<file path="config.mk">
export PLATFORM = sky130hd
export DESIGN_NAME = swh_supervisor
export DESIGN_NICKNAME = d
export VERILOG_FILES = /design/src/swh_sync.v /design/src/swh_supervisor.v
export VERILOG_INCLUDE_DIRS = /design/src /design/src/src
export SDC_FILE = /design/constraint.sdc
export NUM_CORES = 1
export LEC_CHECK = 0
export ABC_AREA = 1
export BUFFER_PORTS_ARGS = -buffer_cell sky130_fd_sc_hd__buf_2
export CORE_MARGIN = 2
export CORE_UTILIZATION = 54
export CTS_BUF_LIST = sky130_fd_sc_hd__clkbuf_4 sky130_fd_sc_hd__clkbuf_8
export DETAILED_ROUTE_END_ITERATION = 16
export GPL_ROUTABILITY_DRIVEN = 0
export PLACE_DENSITY = 0.7
export SYNTH_ARGS = -nofsm -noshare
export SYNTH_HDL_FRONTEND = slang
export SYNTH_SLANG_ARGS = --single-unit
</file>
<file path="constraint.sdc">
create_clock -name i_core_clk -period 2.3 [get_ports i_core_clk]
set_clock_uncertainty 0.1 [all_clocks]
set_input_delay 0.115 -clock i_core_clk [delete_from_list [all_inputs] [get_ports i_core_clk]]
set_output_delay 0.115 -clock i_core_clk [all_outputs]
set_load 0.02 [all_outputs]
</file>
<file path="src/swh_regs.vh">
`ifndef SWH_REGS_VH
`define SWH_REGS_VH

// ---------------------------------------------------------------
// timing, in ticks of the 25 MHz core clock
// ---------------------------------------------------------------
// 200ms reset stretch
`define SWH_RESET_STRETCH_CYC 26'h4c4b40
// 1.6s watchdog period
`define SWH_WATCHDOG_PERIOD_CYC 26'h2625a00
`define SWH_CNT_W 26

// ---------------------------------------------------------------
// reset values
// ---------------------------------------------------------------
`define SWH_RST_RESET_N 1'b0
`define SWH_RST_REG_ON 1'b0
`define SWH_RST_HOLD_N 1'b1
`define SWH_RST_ENABLE 1'b0
`define SWH_RST_RESET_OE_N 1'b0
`define SWH_RST_UNDERVOLTAGE 1'b1
`define SWH_RST_KICK 1'b0

`endif

</file>
<file path="src/swh_sync.v">
`default_nettype none

// ---------------------------------------------------------------
// two-stage synchroniser, constant reset value per bit
// ---------------------------------------------------------------
module swh_sync #(
  parameter W = 4,
  parameter [W-1:0] RST = {W{1'b0}}
) (
  // clock, reset, enable
  input wire i_core_clk,
  input wire i_reset,
  input wire i_ce,
  // data
  input wire [W-1:0] i_d,
  output wire [W-1:0] o_q
);
  reg [W-1:0] meta_r;
  reg [W-1:0] sync_r;

  always @(posedge i_core_clk or posedge i_reset) begin
    if (i_reset) begin
      meta_r <= RST;
      sync_r <= RST;
    end else if (i_ce) begin
      meta_r <= i_d;
      sync_r <= meta_r;
    end
  end

  assign o_q = sync_r;
endmodule // swh_sync

`default_nettype wire

</file>
<file path="src/swh_supervisor.v">
`include "swh_regs.vh"
`default_nettype none

module swh_supervisor #(
  parameter [`SWH_CNT_W-1:0] RESET_STRETCH_CYC = `SWH_RESET_STRETCH_CYC,
  parameter [`SWH_CNT_W-1:0] WATCHDOG_PERIOD_CYC = `SWH_WATCHDOG_PERIOD_CYC
) (
  // clock, reset, enable
  input wire i_core_clk,
  input wire i_reset,
  input wire i_ce,
  // supervisor inputs
  input wire i_undervoltage,
  input wire i_watchdog_kick_in,
  // regulator control inputs; pulls are resolved at the pad
  input wire i_enable,
  input wire i_hold_n,
  // outputs
  output reg o_reset_n,
  output reg o_reset_n_oe_n,
  output reg o_regulator_on
);
  // ---------------------------------------------------------------
  // input synchronisers
  // ---------------------------------------------------------------
  wire [3:0] sync_q;
  wire uv_s;
  wire kick_s;
  wire en_s;
  wire hold_n_s;

  // hold resets high, enable low: matches the pad pulls
  // undervoltage resets asserted, so no stretch starts before a real sample
  swh_sync #(
    .W(4),
    .RST({`SWH_RST_UNDERVOLTAGE, `SWH_RST_KICK, `SWH_RST_ENABLE, `SWH_RST_HOLD_N})
  ) u_sync (
    .i_core_clk(i_core_clk),
    .i_reset(i_reset),
    .i_ce(i_ce),
    .i_d({i_undervoltage, i_watchdog_kick_in, i_enable, i_hold_n}),
    .o_q(sync_q)
  );

  assign uv_s = sync_q[3];
  assign kick_s = sync_q[2];
  assign en_s = sync_q[1];
  assign hold_n_s = sync_q[0];

  // ---------------------------------------------------------------
  // kick edge detection
  // ---------------------------------------------------------------
  reg kick_d_r;
  reg kick_valid_r;
  wire kick_edge;

  // a held kick level never clears the counter, only edges do
  // first sample after reset is not an edge
  assign kick_edge = kick_valid_r && (kick_s != kick_d_r);

  always @(posedge i_core_clk or posedge i_reset) begin
    if (i_reset) begin
      kick_d_r <= `SWH_RST_KICK;
      kick_valid_r <= 1'b0;
    end else if (i_ce) begin
      kick_d_r <= kick_s;
      kick_valid_r <= 1'b1;
    end
  end

  // ---------------------------------------------------------------
  // reset supervisor state machine
  // ---------------------------------------------------------------
  localparam [1:0] ST_HOLD = 2'b00;
  localparam [1:0] ST_STRETCH = 2'b01;
  localparam [1:0] ST_RUN = 2'b10;

  reg [1:0] state_r;
  reg [1:0] state_nxt;
  reg [`SWH_CNT_W-1:0] stretch_cnt_r;
  reg [`SWH_CNT_W-1:0] stretch_cnt_nxt;
  reg [`SWH_CNT_W-1:0] wd_cnt_r;
  reg [`SWH_CNT_W-1:0] wd_cnt_nxt;
  reg reset_n_nxt;

  function [`SWH_CNT_W-1:0] swh_inc;
    input [`SWH_CNT_W-1:0] v;
    begin
      swh_inc = v + {{(`SWH_CNT_W-1){1'b0}}, 1'b1};
    end
  endfunction

  // true on the tick that completes a count of limit ticks
  function swh_at_limit;
    input [`SWH_CNT_W-1:0] v;
    input [`SWH_CNT_W-1:0] limit;
    begin
      swh_at_limit = (swh_inc(v) >= limit);
    end
  endfunction

  always @* begin
    state_nxt = state_r;
    stretch_cnt_nxt = stretch_cnt_r;
    wd_cnt_nxt = wd_cnt_r;
    case (state_r)
      ST_HOLD: begin
        // low while undervoltage persists
        stretch_cnt_nxt = {`SWH_CNT_W{1'b0}};
        wd_cnt_nxt = {`SWH_CNT_W{1'b0}};
        if (!uv_s) begin
          state_nxt = ST_STRETCH;
        end
      end
      ST_STRETCH: begin
        // kick edges ignored here; watchdog frozen at zero
        wd_cnt_nxt = {`SWH_CNT_W{1'b0}};
        if (uv_s) begin
          state_nxt = ST_HOLD;
        end else if (swh_at_limit(stretch_cnt_r, RESET_STRETCH_CYC)) begin
          state_nxt = ST_RUN;
          stretch_cnt_nxt = {`SWH_CNT_W{1'b0}};
        end else begin
          stretch_cnt_nxt = swh_inc(stretch_cnt_r);
        end
      end
      ST_RUN: begin
        stretch_cnt_nxt = {`SWH_CNT_W{1'b0}};
        if (uv_s) begin
          state_nxt = ST_HOLD;
          wd_cnt_nxt = {`SWH_CNT_W{1'b0}};
        end else if (kick_edge) begin
          wd_cnt_nxt = {`SWH_CNT_W{1'b0}};
        end else if (swh_at_limit(wd_cnt_r, WATCHDOG_PERIOD_CYC)) begin
          // no disable path exists for the watchdog
          state_nxt = ST_STRETCH;
          wd_cnt_nxt = {`SWH_CNT_W{1'b0}};
        end else begin
          wd_cnt_nxt = swh_inc(wd_cnt_r);
        end
      end
      default: begin
        state_nxt = ST_HOLD;
        stretch_cnt_nxt = {`SWH_CNT_W{1'b0}};
        wd_cnt_nxt = {`SWH_CNT_W{1'b0}};
      end
    endcase
    reset_n_nxt = (state_nxt == ST_RUN);
  end

  // ---------------------------------------------------------------
  // regulator on/off with hold latch
  // ---------------------------------------------------------------
  reg reg_on_nxt;

  always @* begin
    if (en_s) begin
      reg_on_nxt = 1'b1;
    end else if (!hold_n_s && o_regulator_on) begin
      reg_on_nxt = 1'b1;
    end else begin
      // enable low, and hold released or regulator already off: shutdown
      reg_on_nxt = 1'b0;
    end
  end

  // ---------------------------------------------------------------
  // supervisor state registers
  // ---------------------------------------------------------------
  always @(posedge i_core_clk or posedge i_reset) begin
    if (i_reset) begin
      state_r <= ST_HOLD;
      stretch_cnt_r <= {`SWH_CNT_W{1'b0}};
      wd_cnt_r <= {`SWH_CNT_W{1'b0}};
    end else if (i_ce) begin
      state_r <= state_nxt;
      stretch_cnt_r <= stretch_cnt_nxt;
      wd_cnt_r <= wd_cnt_nxt;
    end
  end

  // ---------------------------------------------------------------
  // reset output, open drain
  // ---------------------------------------------------------------
  // level and enable share one next value, so the pad never drives high
  always @(posedge i_core_clk or posedge i_reset) begin
    if (i_reset) begin
      o_reset_n <= `SWH_RST_RESET_N;
      o_reset_n_oe_n <= `SWH_RST_RESET_OE_N;
    end else if (i_ce) begin
      o_reset_n <= reset_n_nxt;
      // open drain: drive only while asserting low
      o_reset_n_oe_n <= reset_n_nxt;
    end
  end

  // ---------------------------------------------------------------
  // regulator output
  // ---------------------------------------------------------------
  always @(posedge i_core_clk or posedge i_reset) begin
    if (i_reset) begin
      o_regulator_on <= `SWH_RST_REG_ON;
    end else if (i_ce) begin
      o_regulator_on <= reg_on_nxt;
    end
  end
endmodule // swh_supervisor

`default_nettype wire

</file>
# --- Word level (Yosys, flattened, before mapping) ---
# Cells that the tools add are included.
classes:
  add_sub_neg: 2
  eq_ne: 5
  n_lt_le_gt_ge: 2
  n_reduce_logical: 5
  n_mux: 16
ops:
  columns: ["operator", "n"]
  rows:
  - ["26-bit 2-to-1 mux", 7]
  - ["26-bit by 1-bit adder with 26-bit output (second input constant)", 2]
  - ["26-bit by 23-bit >= comparator with 1-bit output (second input constant)", 1]
  - ["26-bit >= comparator (second input constant)", 1]
  - ["2-bit 2-to-1 mux", 6]
  - ["2-bit one-hot mux with 3 select lines", 1]
  - ["2-bit == test (second input constant)", 2]
  - ["2-bit by 1-bit == test with 1-bit output (second input constant)", 1]
  - ["1-bit logical AND", 2]
  - ["2-bit zero test", 1]
  - ["1-bit 2-to-1 mux", 2]
  - ["2-bit inequality test (second input constant)", 1]
  - ["2-bit AND reduction", 1]
  - ["1-bit zero test", 1]
  - ["1-bit inequality test", 1]
word_totals:
  in_bits: 7
  reg_bits: 66

# --- Depth between registers and ports, before layout ---
# Gate-level depths: netlist of run 1.
depth:
  depth_word: 7
  ltp_mapped: 20

# --- Hierarchy ---
# Synthesis of run 1 repeated with hierarchy kept, for this count alone.
unflattened:
  cells_unflattened: 616
  area_unflattened_um2: 4461.8
by_module_without_submodules:
  columns: ["module", "n_inst", "seq_area_each_um2", "cells_per_inst", "area_per_inst_um2"]
  rows:
  - ["swh_supervisor", 1, 1451.4, 581, 4147.7]
  - ["swh_sync", 1, 205.2, 35, 314.1]

# --- Worst setup path before layout of run 1 ---
# No wires, ideal clock.
synth_path:
  path_kind: "register to register"
  start: "reg wd_cnt_r[0]"
  end: "reg wd_cnt_r[11]"
  required_ns: 2.068
  setup_time_ns: 0.132
  slack_ns: 0.128
  t_arrival_ns: 1.941
  period_less_slack_ns: 2.172
  n_path_buf: 2
  path_stages_with_launch: 17
  cell_sequence: "dfrtp_1 > ha_1 > nand2_1 > nor2_1 > nand2_2 > nor2_4 > nand3_1 > nand2_1 > nand2_1 > nor2_1 > nand2_1 > nor2_2 > nand3_1 > nand4_2 > buf_6 > buf_12 > o22ai_2"
synth_via:
  elab_chain_cells: 6
synth_rtl:
  columns: ["item", "line_no", "text"]
  rows:
  - ["start, declared", "swh_supervisor.v:82", "reg [`SWH_CNT_W-1:0] wd_cnt_r;"]
  - ["start signal, assigned", "swh_supervisor.v:174", "wd_cnt_r <= {`SWH_CNT_W{1'b0}};"]
  - ["start signal, assigned", "swh_supervisor.v:178", "wd_cnt_r <= wd_cnt_nxt;"]
  - ["26-bit by 1-bit adder with 26-bit output (*)", "swh_supervisor.v:89", "swh_inc = v + {{(`SWH_CNT_W-1){1'b0}}, 1'b1};"]
  - ["26-bit >= comparator", "swh_supervisor.v:98", "swh_at_limit = (swh_inc(v) >= limit);"]
  - ["26-bit 2-to-1 mux (*)", "swh_supervisor.v:134", "end else if (swh_at_limit(wd_cnt_r, WATCHDOG_PERIOD_CYC)) begin"]
  - ["26-bit 2-to-1 mux (*)", "swh_supervisor.v:132", "end else if (kick_edge) begin"]
  - ["26-bit 2-to-1 mux (*)", "swh_supervisor.v:129", "if (uv_s) begin"]
  - ["26-bit 2-to-1 mux (*)", "swh_supervisor.v:106", "case (state_r)"]
# Mark *: on every way between the ends. The rest lies on a longest branch, timed or not.
# A chain may end at the register's enable or synchronous reset.

# --- Worst setup path in the final report of run 1 ---
layout_path:
  start: "reg wd_cnt_r[9]"
  end: "reg wd_cnt_r[18]"
# Same word-level chain as after synthesis.

==> results.sh, run 1 <==
export IMPL_avgSynthCellArea_sq_um=7.52
export IMPL_final_hold_viol_count=0
export IMPL_pwr_share_clk=0.394
export IMPL_portBuffers=9
export IMPL_ys_seq_area_frac=0.392
export IMPL_async_reset_ff_frac=1.00
export IMPL_synthFlopType="dfrtp_1"
export IMPL_grt_overflow=0
export IMPL_drv_cap=0
export IMPL_grt_total_usage=0.274
export IMPL_worstSetupPathType="flip-flop to flip-flop"
export IMPL_fp_dieArea_sq_mm=0.00855
export IMPL_rows=32
export IMPL_timing_rr_end="wd_cnt_r[18]$_DFFE_PP0P_"
export IMPL_startpoint="wd_cnt_r[9]$_DFFE_PP0P_"
export IMPL_grt_pass1_vias=4052
export IMPL_reg2reg_from="wd_cnt_r[9]$_DFFE_PP0P_"
export IMPL_total_power_mw=2.39
export IMPL_cts_tree="built"
export IMPL_vias=4190
export IMPL_grt_pass1_wl_mm=18.6
export IMPL_utilization=0.752
export IMPL_path_clk_slew_ns=0.09
export IMPL_r2r_slack_ns=-0.15
export IMPL_vdd_drop_max_mv=0.269
export IMPL_pwr_share_seq=0.511
export IMPL_cts_inserted_buffers=9
export IMPL_rsz0062_at_grt="yes"
export IMPL_max_clock_freq_mhz=408
export IMPL_grt_max_degree=47
export IMPL_clk_latency_ns=0.36
export IMPL_fp_coreArea_sq_mm=0.00765
export IMPL_ant_nets=0
export IMPL_synth_seq_cells=66
export IMPL_slew_headroom=0.508
export IMPL_cp_end_kind="flip-flop"
export IMPL_wire_per_inst_microns=15.5
export IMPL_dpl_instance_area_sq_mm=0.00470
export IMPL_yosysWarnings=0
export IMPL_n_antenna_cell=0
export IMPL_io_pins=10
export IMPL_setup_viol=52
export IMPL_cp_required_ns=2.44
export IMPL_final_setup_tns_ns=-3.87
export IMPL_clockBufferDepth=2
export IMPL_tightest_slew_ns=0.737
export IMPL_min_path_type="input port to asynchronous set/reset pin"
export IMPL_nets=670
export IMPL_initial_core_util=0.553
export IMPL_final_area_sq_mm=0.00575
export IMPL_netSwitchingFraction=0.297
export IMPL_cp_start_kind="flip-flop"
export IMPL_internal_power_mw=1.68
export IMPL_wl_mm=11.9
export IMPL_layout_min_cycle_time_ns=2.45
export IMPL_switching_power_mw=0.709
export IMPL_path_max_fanout=7
export IMPL_violations="negative setup slack"
export IMPL_firstDrtPassIters=5
export IMPL_synth_edff_count=0
export IMPL_status="finished, violations left"
export IMPL_worst_slack_ns=-0.151
export IMPL_drt_iter0_drc=239
export IMPL_drc=0
export IMPL_cellPowerDensity_mw_per_mm2=416
export IMPL_comb_power_share=0.095
export IMPL_vias_per_cell=5.46
export IMPL_cp_arrival_ns=2.59
export IMPL_drive_above_1_share=0.396
export IMPL_syn_num_nets=571
export IMPL_die_w_microns=92.5
export IMPL_cts_sinks=66
export IMPL_reg2reg_depth=15
export IMPL_period_share=1.07
export IMPL_antenna_found_initial=0
export IMPL_synthCells=562
export IMPL_netlist_area_sq_mm=0.00423
export IMPL_dp_worst_setup_slack_ns=-0.0921
export IMPL_cts_root_buf="clkbuf_8"
export IMPL_area_delta_synth_final_pct=36.0
export IMPL_leakagePower_nw=2.49
export IMPL_die_h_microns=92.5
export IMPL_dpl_hpwl_mm=7.47
export IMPL_slew_violations=0
export IMPL_h_tree_depth=3
export IMPL_synth_cell_types=39
power by group through the flow:
stage | Combinational (mW) | Sequential, mW | Clock [mW]
finish | 0.227 | 1.22 | 0.942
global route | 0.258 | 1.23 | 1.01
CTS | 0.214 | 1.22 | 0.959
detailed placement | 0.199 | 1.24 | 0
global placement | 0.192 | 1.24 | 0
floorplan | 0.119 | 1.25 | 0
cell type report:
type,count,area (sq um)
clock inverters,7,58.8
fillers,509,1900
repair buffers,99,791
flip-flops and latches,66,1660
inverters,74,285
clock buffers,9,124
multi-input cells,411,2710
well taps,102,128
registers in the layout, indices dropped and copies added, names as in the netlist:
name,count
kick_d_r,1
kick_valid_r,1
o_regulator_on,1
o_reset_n_oe_n,1
state_r,2
stretch_cnt_r,26
u_sync.meta_r,4
u_sync.o_q,4
wd_cnt_r,26
synth_stat cells, drive strengths merged, types with 2 or more instances:
master / count / area [sq um]
clkbuf: 5 / 18.8
nand3: 40 / 220
nor2: 71 / 342
o22ai: 22 / 200
o21ai: 32 / 160
a21oi: 2 / 13.8
nand4: 12 / 87.6
nand2: 172 / 676
and2: 2 / 15.0
inv: 72 / 270
ha: 2 / 25.0
xnor2: 2 / 17.5
xor2: 31 / 287
buf: 6 / 60.1
a22o: 4 / 35.0
clkinv: 2 / 7.51
dfrtp: 62 / 1550
nor3: 14 / 95.1
dfstp: 4 / 105
repair_timing:
action / 4_1_cts / 5_1_grt
resized for setup: 39 / 101
pin swaps: 18 / 36
endpoints found under the hold margin: 24 / 0
hold buffers: 8 / 0
gates cloned: 0 / 1
setup buffers: 16 / 16
endpoints found under the setup margin: 51 / 52
through the flow:
stage / instances / hold WS (ns)
after floorplan: 562 / 0.111
after global placement: 711 / 0.0509
after detailed placement: 711 / 0.0643
after CTS: 751 / 0.220
after global routing: 768 / 0.252
final: 768 / 0.215
per-layer routing:
metal | vias to the layer above | wire [microns] | track usage
met5 | - | 0 | 0
met4 | 0 | 419 | 0.101
met3 | 45 | 703 | 0.0456
met2 | 159 | 6080 | 0.477
met1 | 2002 | 4670 | 0.342
li1 | 1984 | - | -
cells in the final DEF, fill, tap and decap left out, types with 14 or more instances in the layout:
cell     count
nand2_2     30
o22ai_2     18
dfrtp_1     60
nor2_1      37
nand2_1    136
nor2_4      19
inv_1       63
xor2_1      21
nand3_2     14
buf_4       72
nand3_1     24
nor2_2      15
kinds of logic (layout without fill, tap and decap cells):
kind of cell	count (synthesis)	after routing	synth area share
flops	66	66	0.392
fa+ha+maj	2	2	0.00592
buf+inv	85	189	0.0843
simple gates	314	314	0.344
mux	1	1	0.00237
compound gates	61	61	0.0994
xor+xnor	33	33	0.0719
worst max-delay path, cell delays in order, from the launching register on:
cell and delay [ns]:
dfrtp_1 0.45, nand2_2 0.14, nor2_4 0.19, nand2_1 0.10, nor2_1 0.19, nand2_1 0.08, nand2_1 0.06, nand2_1 0.09
nor2_1 0.13, nand2_2 0.08, nor2_4 0.12, nand3_2 0.11, nand4_4 0.19, clkinv_4 0.13, nand2_2 0.11, o21ai_2 0.07
worst max path at each step:
stage	end	slack, ns	cells past startpoint
6_report	wd_cnt_r[18]$_DFFE_PP0P_	-0.15	15
3_5_place_dp	stretch_cnt_r[8]$_DFFE_PP0P_	-0.09	14
2_1_floorplan	wd_cnt_r[11]$_DFFE_PP0P_	0.13	16
4_1_cts	wd_cnt_r[13]$_DFFE_PP0P_	0.0004	15
5_1_grt	wd_cnt_r[1]$_DFFE_PP0P_	-0.27	14
3_3_place_gp	wd_cnt_r[1]$_DFFE_PP0P_	-0.04	12
No activity file was read; power rests on OpenSTA's default activity.
==> inputs of run 2 (changes only) <==
CORE_UTILIZATION = 55   (was 54)
PLACE_DENSITY = 0.71   (was 0.7)
SYNTH_HIERARCHICAL = 1   (was default)
==> run 2 against run 1 <==
The flow still finishes with violations (negative setup slack). Clock power grew 35%. Sequential share of layout area down 2.1 points. Synthesized cell count rose by 9.6%. First-iteration DRC count is 33% higher. Register-to-register slack worse by 0.20 ns. Critical path type unchanged.
==> results.sh, run 2 <==
export IMPL_status="finished, violations left"
export IMPL_violations="negative setup slack"
export IMPL_vias=4767
export IMPL_slew_headroom=0.519
export IMPL_largest_registers="stretch_cnt_r (26), wd_cnt_r (26)"
export IMPL_nets=745
export IMPL_layout_min_cycle_time_ns=2.66
export IMPL_synthFlopType="dfrtp_1"
export IMPL_wire_per_inst_microns=16.3
export IMPL_worst_slack_ns=-0.355
export IMPL_layout_commonest_cell="nand2_1"
export IMPL_clockBufferDepth=2
export IMPL_dp_worst_setup_slack_ns=-0.153
export IMPL_synth_most_common_cell="nand2_1"
export IMPL_die_w_microns=94.1
export IMPL_internal_power_mw=2.03
export IMPL_drive_above_1_share=0.416
export IMPL_grt_pass1_vias=4252
export IMPL_yosys_top_cells_area="dfrtp_1 (35%), nand2_1 (18%), nor2_1 (5.4%)"
export IMPL_cts_sinks=66
export IMPL_antenna_found_initial=0
export IMPL_grt_total_usage=0.292
export IMPL_n_antenna_cell=0
export IMPL_firstDrtPassIters=5
export IMPL_wl_mm=13.8
export IMPL_clk_latency_ns=0.36
export IMPL_dpl_cell_count=792
export IMPL_hold_depth=4
export IMPL_pwr_share_clk=0.456
export IMPL_crit_path_cell_trace="ha_2 > nand2_4 > nor3_4 > inv_2 > nor2_1 > xor2_1 > nand2_1 > nor2_2 > nand2_1 > nor2_2 > nor2_2 > nand2_2 > nand2_8 > nand3_1 > o21ai_0"
export IMPL_leakagePower_nw=2.84
export IMPL_final_hold_viol_count=0
export IMPL_final_cell_mix="nand2_1 (188), buf_4 (98), dfrtp_1 (58)"
export IMPL_switching_power_mw=0.745
export IMPL_grt_overflow=0
export IMPL_rows=32
export IMPL_reg2reg_depth=15
export IMPL_setup_viol=52
export IMPL_cts_tree="built"
export IMPL_synth_edff_count=0
export IMPL_worstSetupPathType="flip-flop to flip-flop"
export IMPL_avgSynthCellArea_sq_um=7.24
export IMPL_drt_iter0_drc=319
export IMPL_met2_length_mm=6.65
export IMPL_cp_end_kind="flip-flop"
export IMPL_io_pins=10
export IMPL_timing_rr_end="stretch_cnt_r[7]$_DFFE_PP0P_"
export IMPL_synthTopCellsByCount="nand2_1 (219), nor2_1 (64), dfrtp_1 (62), inv_1 (60), nand3_1 (31)"
export IMPL_fp_coreArea_sq_mm=0.00781
export IMPL_crit_top_cell="nor2_2"
export IMPL_crit_path_max_incr_delay_ns=0.38
export IMPL_r2r_slack_ns=-0.36
export IMPL_critPathSlowestCell="dfrtp_1"
export IMPL_path_clk_slew_ns=0.08
export IMPL_cp_required_ns=2.41
export IMPL_netSwitchingFraction=0.268
export IMPL_synth_seq_cells=66
export IMPL_reg2reg_from="stretch_cnt_r[1]$_DFFE_PP0P_"
export IMPL_vdd_drop_max_mv=0.708
export IMPL_grt_max_degree=36
export IMPL_wl_met3_microns=981
export IMPL_dpl_hpwl_mm=8.30
export IMPL_wl_met1_mm=5.56
export IMPL_vias_per_cell=5.65
export IMPL_async_reset_ff_frac=1.00
export IMPL_cts_root_buf="clkbuf_8"
export IMPL_max_clock_freq_mhz=377
export IMPL_ant_nets=0
export IMPL_netlist_area_sq_mm=0.00446
export IMPL_yosysTopAreaCell="dfrtp_1"
export IMPL_rsz0062_at_grt="yes"
export IMPL_period_share=1.15
export IMPL_instances_no_fill=843
export IMPL_ys_seq_area_frac=0.371
export IMPL_min_path_type="input port to flip-flop"
export IMPL_area_delta_synth_final_pct=39.3
export IMPL_cellPowerDensity_mw_per_mm2=447
export IMPL_comb_power_share=0.103
export IMPL_die_h_microns=94.1
export IMPL_yosysWarnings=6
export IMPL_path_max_fanout=7
export IMPL_grt_pass1_wl_mm=19.9
export IMPL_tightest_slew_ns=0.721
export IMPL_initial_core_util=0.571
export IMPL_min_delay_worst_endpoint="u_sync/meta_r[0]$_DFFE_PP1P_"
export IMPL_whs_ns=0.122
export IMPL_portBuffers=9
export IMPL_cts_inserted_buffers=9
export IMPL_synth_top_area_frac=0.348
export IMPL_cp_arrival_ns=2.77
export IMPL_pwr_share_seq=0.441
export IMPL_h_tree_depth=3
export IMPL_hold_start="i_ce"
export IMPL_fp_dieArea_sq_mm=0.00885
export IMPL_routed_top_layer="met4"
export IMPL_synthCells=616
export IMPL_synth_cell_types=42
export IMPL_drc=0
export IMPL_slew_violations=0
export IMPL_syn_num_nets=625
export IMPL_cp_start_kind="flip-flop"
export IMPL_drv_cap=0
-- run 2: worst max-delay path by stage --
stage                                             from                       endpoint  slack [ns]
after floorplan                wd_cnt_r[0]$_DFFE_PP0P_        wd_cnt_r[0]$_DFFE_PP0P_        0.05
after global placement    stretch_cnt_r[4]$_DFFE_PP0P_  stretch_cnt_r[22]$_DFFE_PP0P_       -0.11
after detailed placement  stretch_cnt_r[5]$_DFFE_PP0P_         state_r[0]$_DFFE_PP0P_       -0.15
after CTS                 stretch_cnt_r[1]$_DFFE_PP0P_   stretch_cnt_r[7]$_DFFE_PP0P_       -0.09
after global routing      stretch_cnt_r[0]$_DFFE_PP0P_   stretch_cnt_r[7]$_DFFE_PP0P_       -0.42
final                     stretch_cnt_r[1]$_DFFE_PP0P_   stretch_cnt_r[7]$_DFFE_PP0P_       -0.36
-- run 2: repair_timing --
action / CTS / global route
pin swaps: 29 / 40
setup buffers: 10 / 19
endpoints found under the hold margin: 35 / 0
hold buffers: 5 / 0
gates resized for setup: 68 / 77
cloned: 0 / 1
endpoints found under the setup margin: 49 / 52
-- run 2: logic make-up (layout without fill, tap and decap cells) --
family | Yosys count | after routing | synth area share
simple gates | 384 | 384 | 0.395
buf+inv | 77 | 202 | 0.0712
compound gates | 62 | 62 | 0.103
fa+ha+maj | 2 | 2 | 0.00561
flops | 66 | 66 | 0.371
mux | 1 | 1 | 0.00505
xor+xnor | 24 | 24 | 0.0488
-- run 2: cell type report --
| class | count | area (sq um) |
|---|---|---|
| timing repair buffer | 120 | 965 |
| clock buffer | 9 | 124 |
| multi-input combinational | 473 | 2960 |
| tap | 102 | 128 |
| clock inverter | 7 | 124 |
| inverter | 66 | 248 |
| sequential | 66 | 1660 |
| fill | 494 | 1590 |
-- run 2: power groups by stage --
| stage | Clock [mW] | Combinational (mW) | Sequential [mW] |
|---|---|---|---|
| CTS | 1.26 | 0.258 | 1.22 |
| global route | 1.31 | 0.311 | 1.23 |
| floorplan | 0 | 0.143 | 1.25 |
| finish | 1.27 | 0.287 | 1.23 |
| global placement | 0 | 0.224 | 1.24 |
| detailed placement | 0 | 0.231 | 1.25 |
-- run 2: critical path, delay by kind of cell, from the launching register on --
kind,cells,cell delay [ns]
and+or+nand+nor,11,1.36
DFF,1,0.38
xor gates and xnor gates,1,0.27
adders and majority gates,1,0.21
AOI/OAI and AO/OA,1,0.10
buffers and inverters,1,0.09
-- run 2: per-stage QoR --
stage | total power, mW | instance area [sq um] | setup TNS, ns | util
after detailed placement | 1.48 | 5170 | -3.28 | 0.663
after global placement | 1.47 | 5170 | -1.38 | 0.663
final | 2.78 | 6210 | -12.27 | 0.796
after CTS | 2.74 | 5760 | -1.74 | 0.738
after global routing | 2.85 | 6210 | -16.60 | 0.796
after floorplan | 1.39 | 4460 | 0 | -
-- run 2: per-layer routing --
layer,GRT usage,up-vias
li1,-,2191
met1,0.394,2272
met2,0.467,237
met5,0,-
met3,0.0385,67
met4,0.136,0
==> inputs of run 3 (changes only) <==
REMOVE_ABC_BUFFERS = 1   (was default)
==> run 3 against run 2 <==
The flow still finishes with violations (negative setup slack). Utilization decreased by 3.0 points. Worst setup slack gained 0.099 ns. Maximum frequency up 3.9%. Final area shrank 3.8%. Total power decreased by 9.3%. First-iteration DRC count is 10% higher. Count of clock-buffer cells in the layout increased by 4. Sequential power barely moved. Critical path type unchanged. Highest routed layer unchanged.
==> results.sh, run 3 (synthesis gave the netlist of run 2 again) <==
export IMPL_slew_headroom=0.537
export IMPL_timing_rr_end="stretch_cnt_r[21]$_DFFE_PP0P_"
export IMPL_wire_per_inst_microns=15.1
export IMPL_ant_nets=0
export IMPL_max_clock_freq_mhz=391
export IMPL_die_h_microns=94.1
export IMPL_critPathTopFamily="simple AND/OR/NAND/NOR gates"
export IMPL_leakagePower_nw=2.75
export IMPL_vdd_drop_max_mv=0.466
export IMPL_grt_total_usage=0.285
export IMPL_firstDrtPassIters=6
export IMPL_critPathSlowestCell="dfrtp_1"
export IMPL_cp_start_kind="flip-flop"
export IMPL_dpl_instance_area_sq_mm=0.00519
export IMPL_r2r_slack_ns=-0.26
export IMPL_setup_viol=52
export IMPL_final_hold_viol_count=0
export IMPL_drive_above_1_share=0.381
export IMPL_grt_pass1_vias=4146
export IMPL_pwr_share_clk=0.409
export IMPL_nets=741
export IMPL_status="finished, violations left"
export IMPL_fp_coreArea_sq_mm=0.00781
export IMPL_drv_cap=0
export IMPL_initial_core_util=0.571
export IMPL_cp_end_kind="flip-flop"
export IMPL_cts_sinks=66
export IMPL_use_met2=0.446
export IMPL_cts_root_buf="clkbuf_8"
export IMPL_drt_iter0_drc=352
export IMPL_switching_power_mw=0.672
export IMPL_grt_overflow=0
export IMPL_layout_min_cycle_time_ns=2.56
export IMPL_vias=4575
export IMPL_io_pins=10
export IMPL_vias_per_cell=5.45
export IMPL_met1_usage=0.419
export IMPL_worstSetupPathType="flip-flop to flip-flop"
export IMPL_total_power_mw=2.52
export IMPL_violations="negative setup slack"
export IMPL_cp_required_ns=2.46
export IMPL_final_area_sq_mm=0.00598
export IMPL_path_max_fanout=6
export IMPL_netSwitchingFraction=0.266
export IMPL_final_cell_mix="nand2_1 (202), buf_4 (96), inv_1 (57)"
export IMPL_worst_slack_ns=-0.257
export IMPL_antenna_found_initial=0
export IMPL_reg2reg_depth=15
export IMPL_internal_power_mw=1.85
export IMPL_busiest_layer="met2"
export IMPL_rows=32
export IMPL_rsz0062_at_grt="yes"
export IMPL_largest_registers="stretch_cnt_r (26), wd_cnt_r (26)"
export IMPL_fp_dieArea_sq_mm=0.00885
export IMPL_layout_commonest_cell="nand2_1"
export IMPL_dpl_hpwl_mm=8.61
export IMPL_grt_max_degree=22
export IMPL_tightest_slew_ns=0.694
export IMPL_min_path_type="input port to flip-flop"
export IMPL_reg2reg_from="stretch_cnt_r[1]$_DFFE_PP0P_"
export IMPL_use_met3=0.0321
export IMPL_slew_violations=0
export IMPL_startpoint="stretch_cnt_r[1]$_DFFE_PP0P_"
export IMPL_crit_buf_inv=1
export IMPL_wl_mm=12.7
export IMPL_crit_path_max_incr_delay_ns=0.40
export IMPL_worstSetupPathDepth=15
export IMPL_cp_arrival_ns=2.72
export IMPL_critPathCapture="stretch_cnt_r[21]$_DFFE_PP0P_"
export IMPL_final_setup_tns_ns=-8.22
export IMPL_h_tree_depth=3
export IMPL_cts_tree="built"
export IMPL_period_share=1.11
export IMPL_portBuffers=9
export IMPL_grt_pass1_wl_mm=19.7
export IMPL_drc=0
export IMPL_clockBufferDepth=2
export IMPL_crit_top_cell="nor2_4"
export IMPL_crit_path_cell_trace="buf_6 > nand3_4 > nor2_4 > nand2_4 > nor3_4 > nand3_1 > nand2_2 > nand3_2 > a21oi_2 > nor2_2 > nor2_4 > nand2_4 > nor2_4 > nand2_1 > o21ai_1"
export IMPL_path_clk_slew_ns=0.08
export IMPL_pwr_share_seq=0.486
export IMPL_clk_latency_ns=0.35
export IMPL_cellPowerDensity_mw_per_mm2=422
export IMPL_cts_inserted_buffers=9
export IMPL_n_antenna_cell=0
export IMPL_area_delta_synth_final_pct=34.0
export IMPL_comb_power_share=0.105
export IMPL_die_w_microns=94.1
==> run 3: cell count changes in the layout (fill, tap and decap cells not counted), sizes merged <==
cell / change
buf: -3
bufinv: -2
clkbuf: +3
clkinv: +2
clkinvlp: -1
inv: -3
==> run 3: tightest hold or removal path, cell delays in order <==
cell	delay, ns
buf_2	0.14
nand2_1	0.13
nor2_4	0.07
nand2_1	0.05
o21ai_1	0.05
==> run 3: what timing repair did <==
| action | 4_1_cts | 5_1_grt |
|---|---|---|
| hold endpoints to repair | 29 | 0 |
| gates cloned | 1 | 0 |
| resized for setup | 14 | 97 |
| buffers inserted | 9 | 13 |
| endpoints found under the setup margin | 52 | 52 |
| hold buffers | 5 | 0 |
| pin swaps | 12 | 49 |
==> run 3: cell type report <==
cell class / instances / area [sq um]
Clock buffer: 13 / 160
Clock inverter: 3 / 40.0
Fill cell: 559 / 1830
Inverter: 66 / 249
Multi-Input combinational cell: 473 / 2820
Sequential cell: 66 / 1670
Tap cell: 102 / 128
Timing Repair Buffer: 116 / 917
==> run 3: power by group through the flow <==
stage	logic, mW	registers [mW]	clock network, mW
floorplan	0.127	1.25	0
global placement	0.206	1.25	0
detailed placement	0.210	1.25	0
global route	0.288	1.23	1.09
finish	0.264	1.23	1.03
CTS	0.244	1.22	1.03
==> run 3: worst min path at each step <==
stage | startpoint | end | slack, ns | depth (start not counted)
final | i_ce | stretch_cnt_r[18]$_DFFE_PP0P_ | 0.15 | 5
after global routing | i_ce | u_sync/meta_r[0]$_DFFE_PP1P_ | 0.17 | 4
after CTS | i_ce | u_sync/meta_r[0]$_DFFE_PP1P_ | 0.15 | 4
after detailed placement | i_reset | u_sync/meta_r[1]$_DFFE_PP0P_ | -0.02 | 2
after global placement | i_reset | u_sync/meta_r[2]$_DFFE_PP0P_ | -0.02 | 2
after floorplan | i_reset | u_sync/meta_r[1]$_DFFE_PP0P_ | -0.17 | 1
==> run 3: stage by stage <==
stage	cells	setup slack, ns	hold WS [ns]	utilization
after floorplan	605	-0.0774	-0.172	-
after global placement	796	-0.0943	-0.0211	0.665
after detailed placement	796	-0.167	-0.0153	0.665
after CTS	827	-0.176	0.153	0.714
after global routing	839	-0.425	0.167	0.766
final	839	-0.257	0.152	0.766
==> run 3: per-layer routing <==
metal  vias up  wire length (microns)
met5         -                      0
met4         0                    238
met3        30                    781
met2       183                   5950
met1      2175                   5680
li1       2187                      -
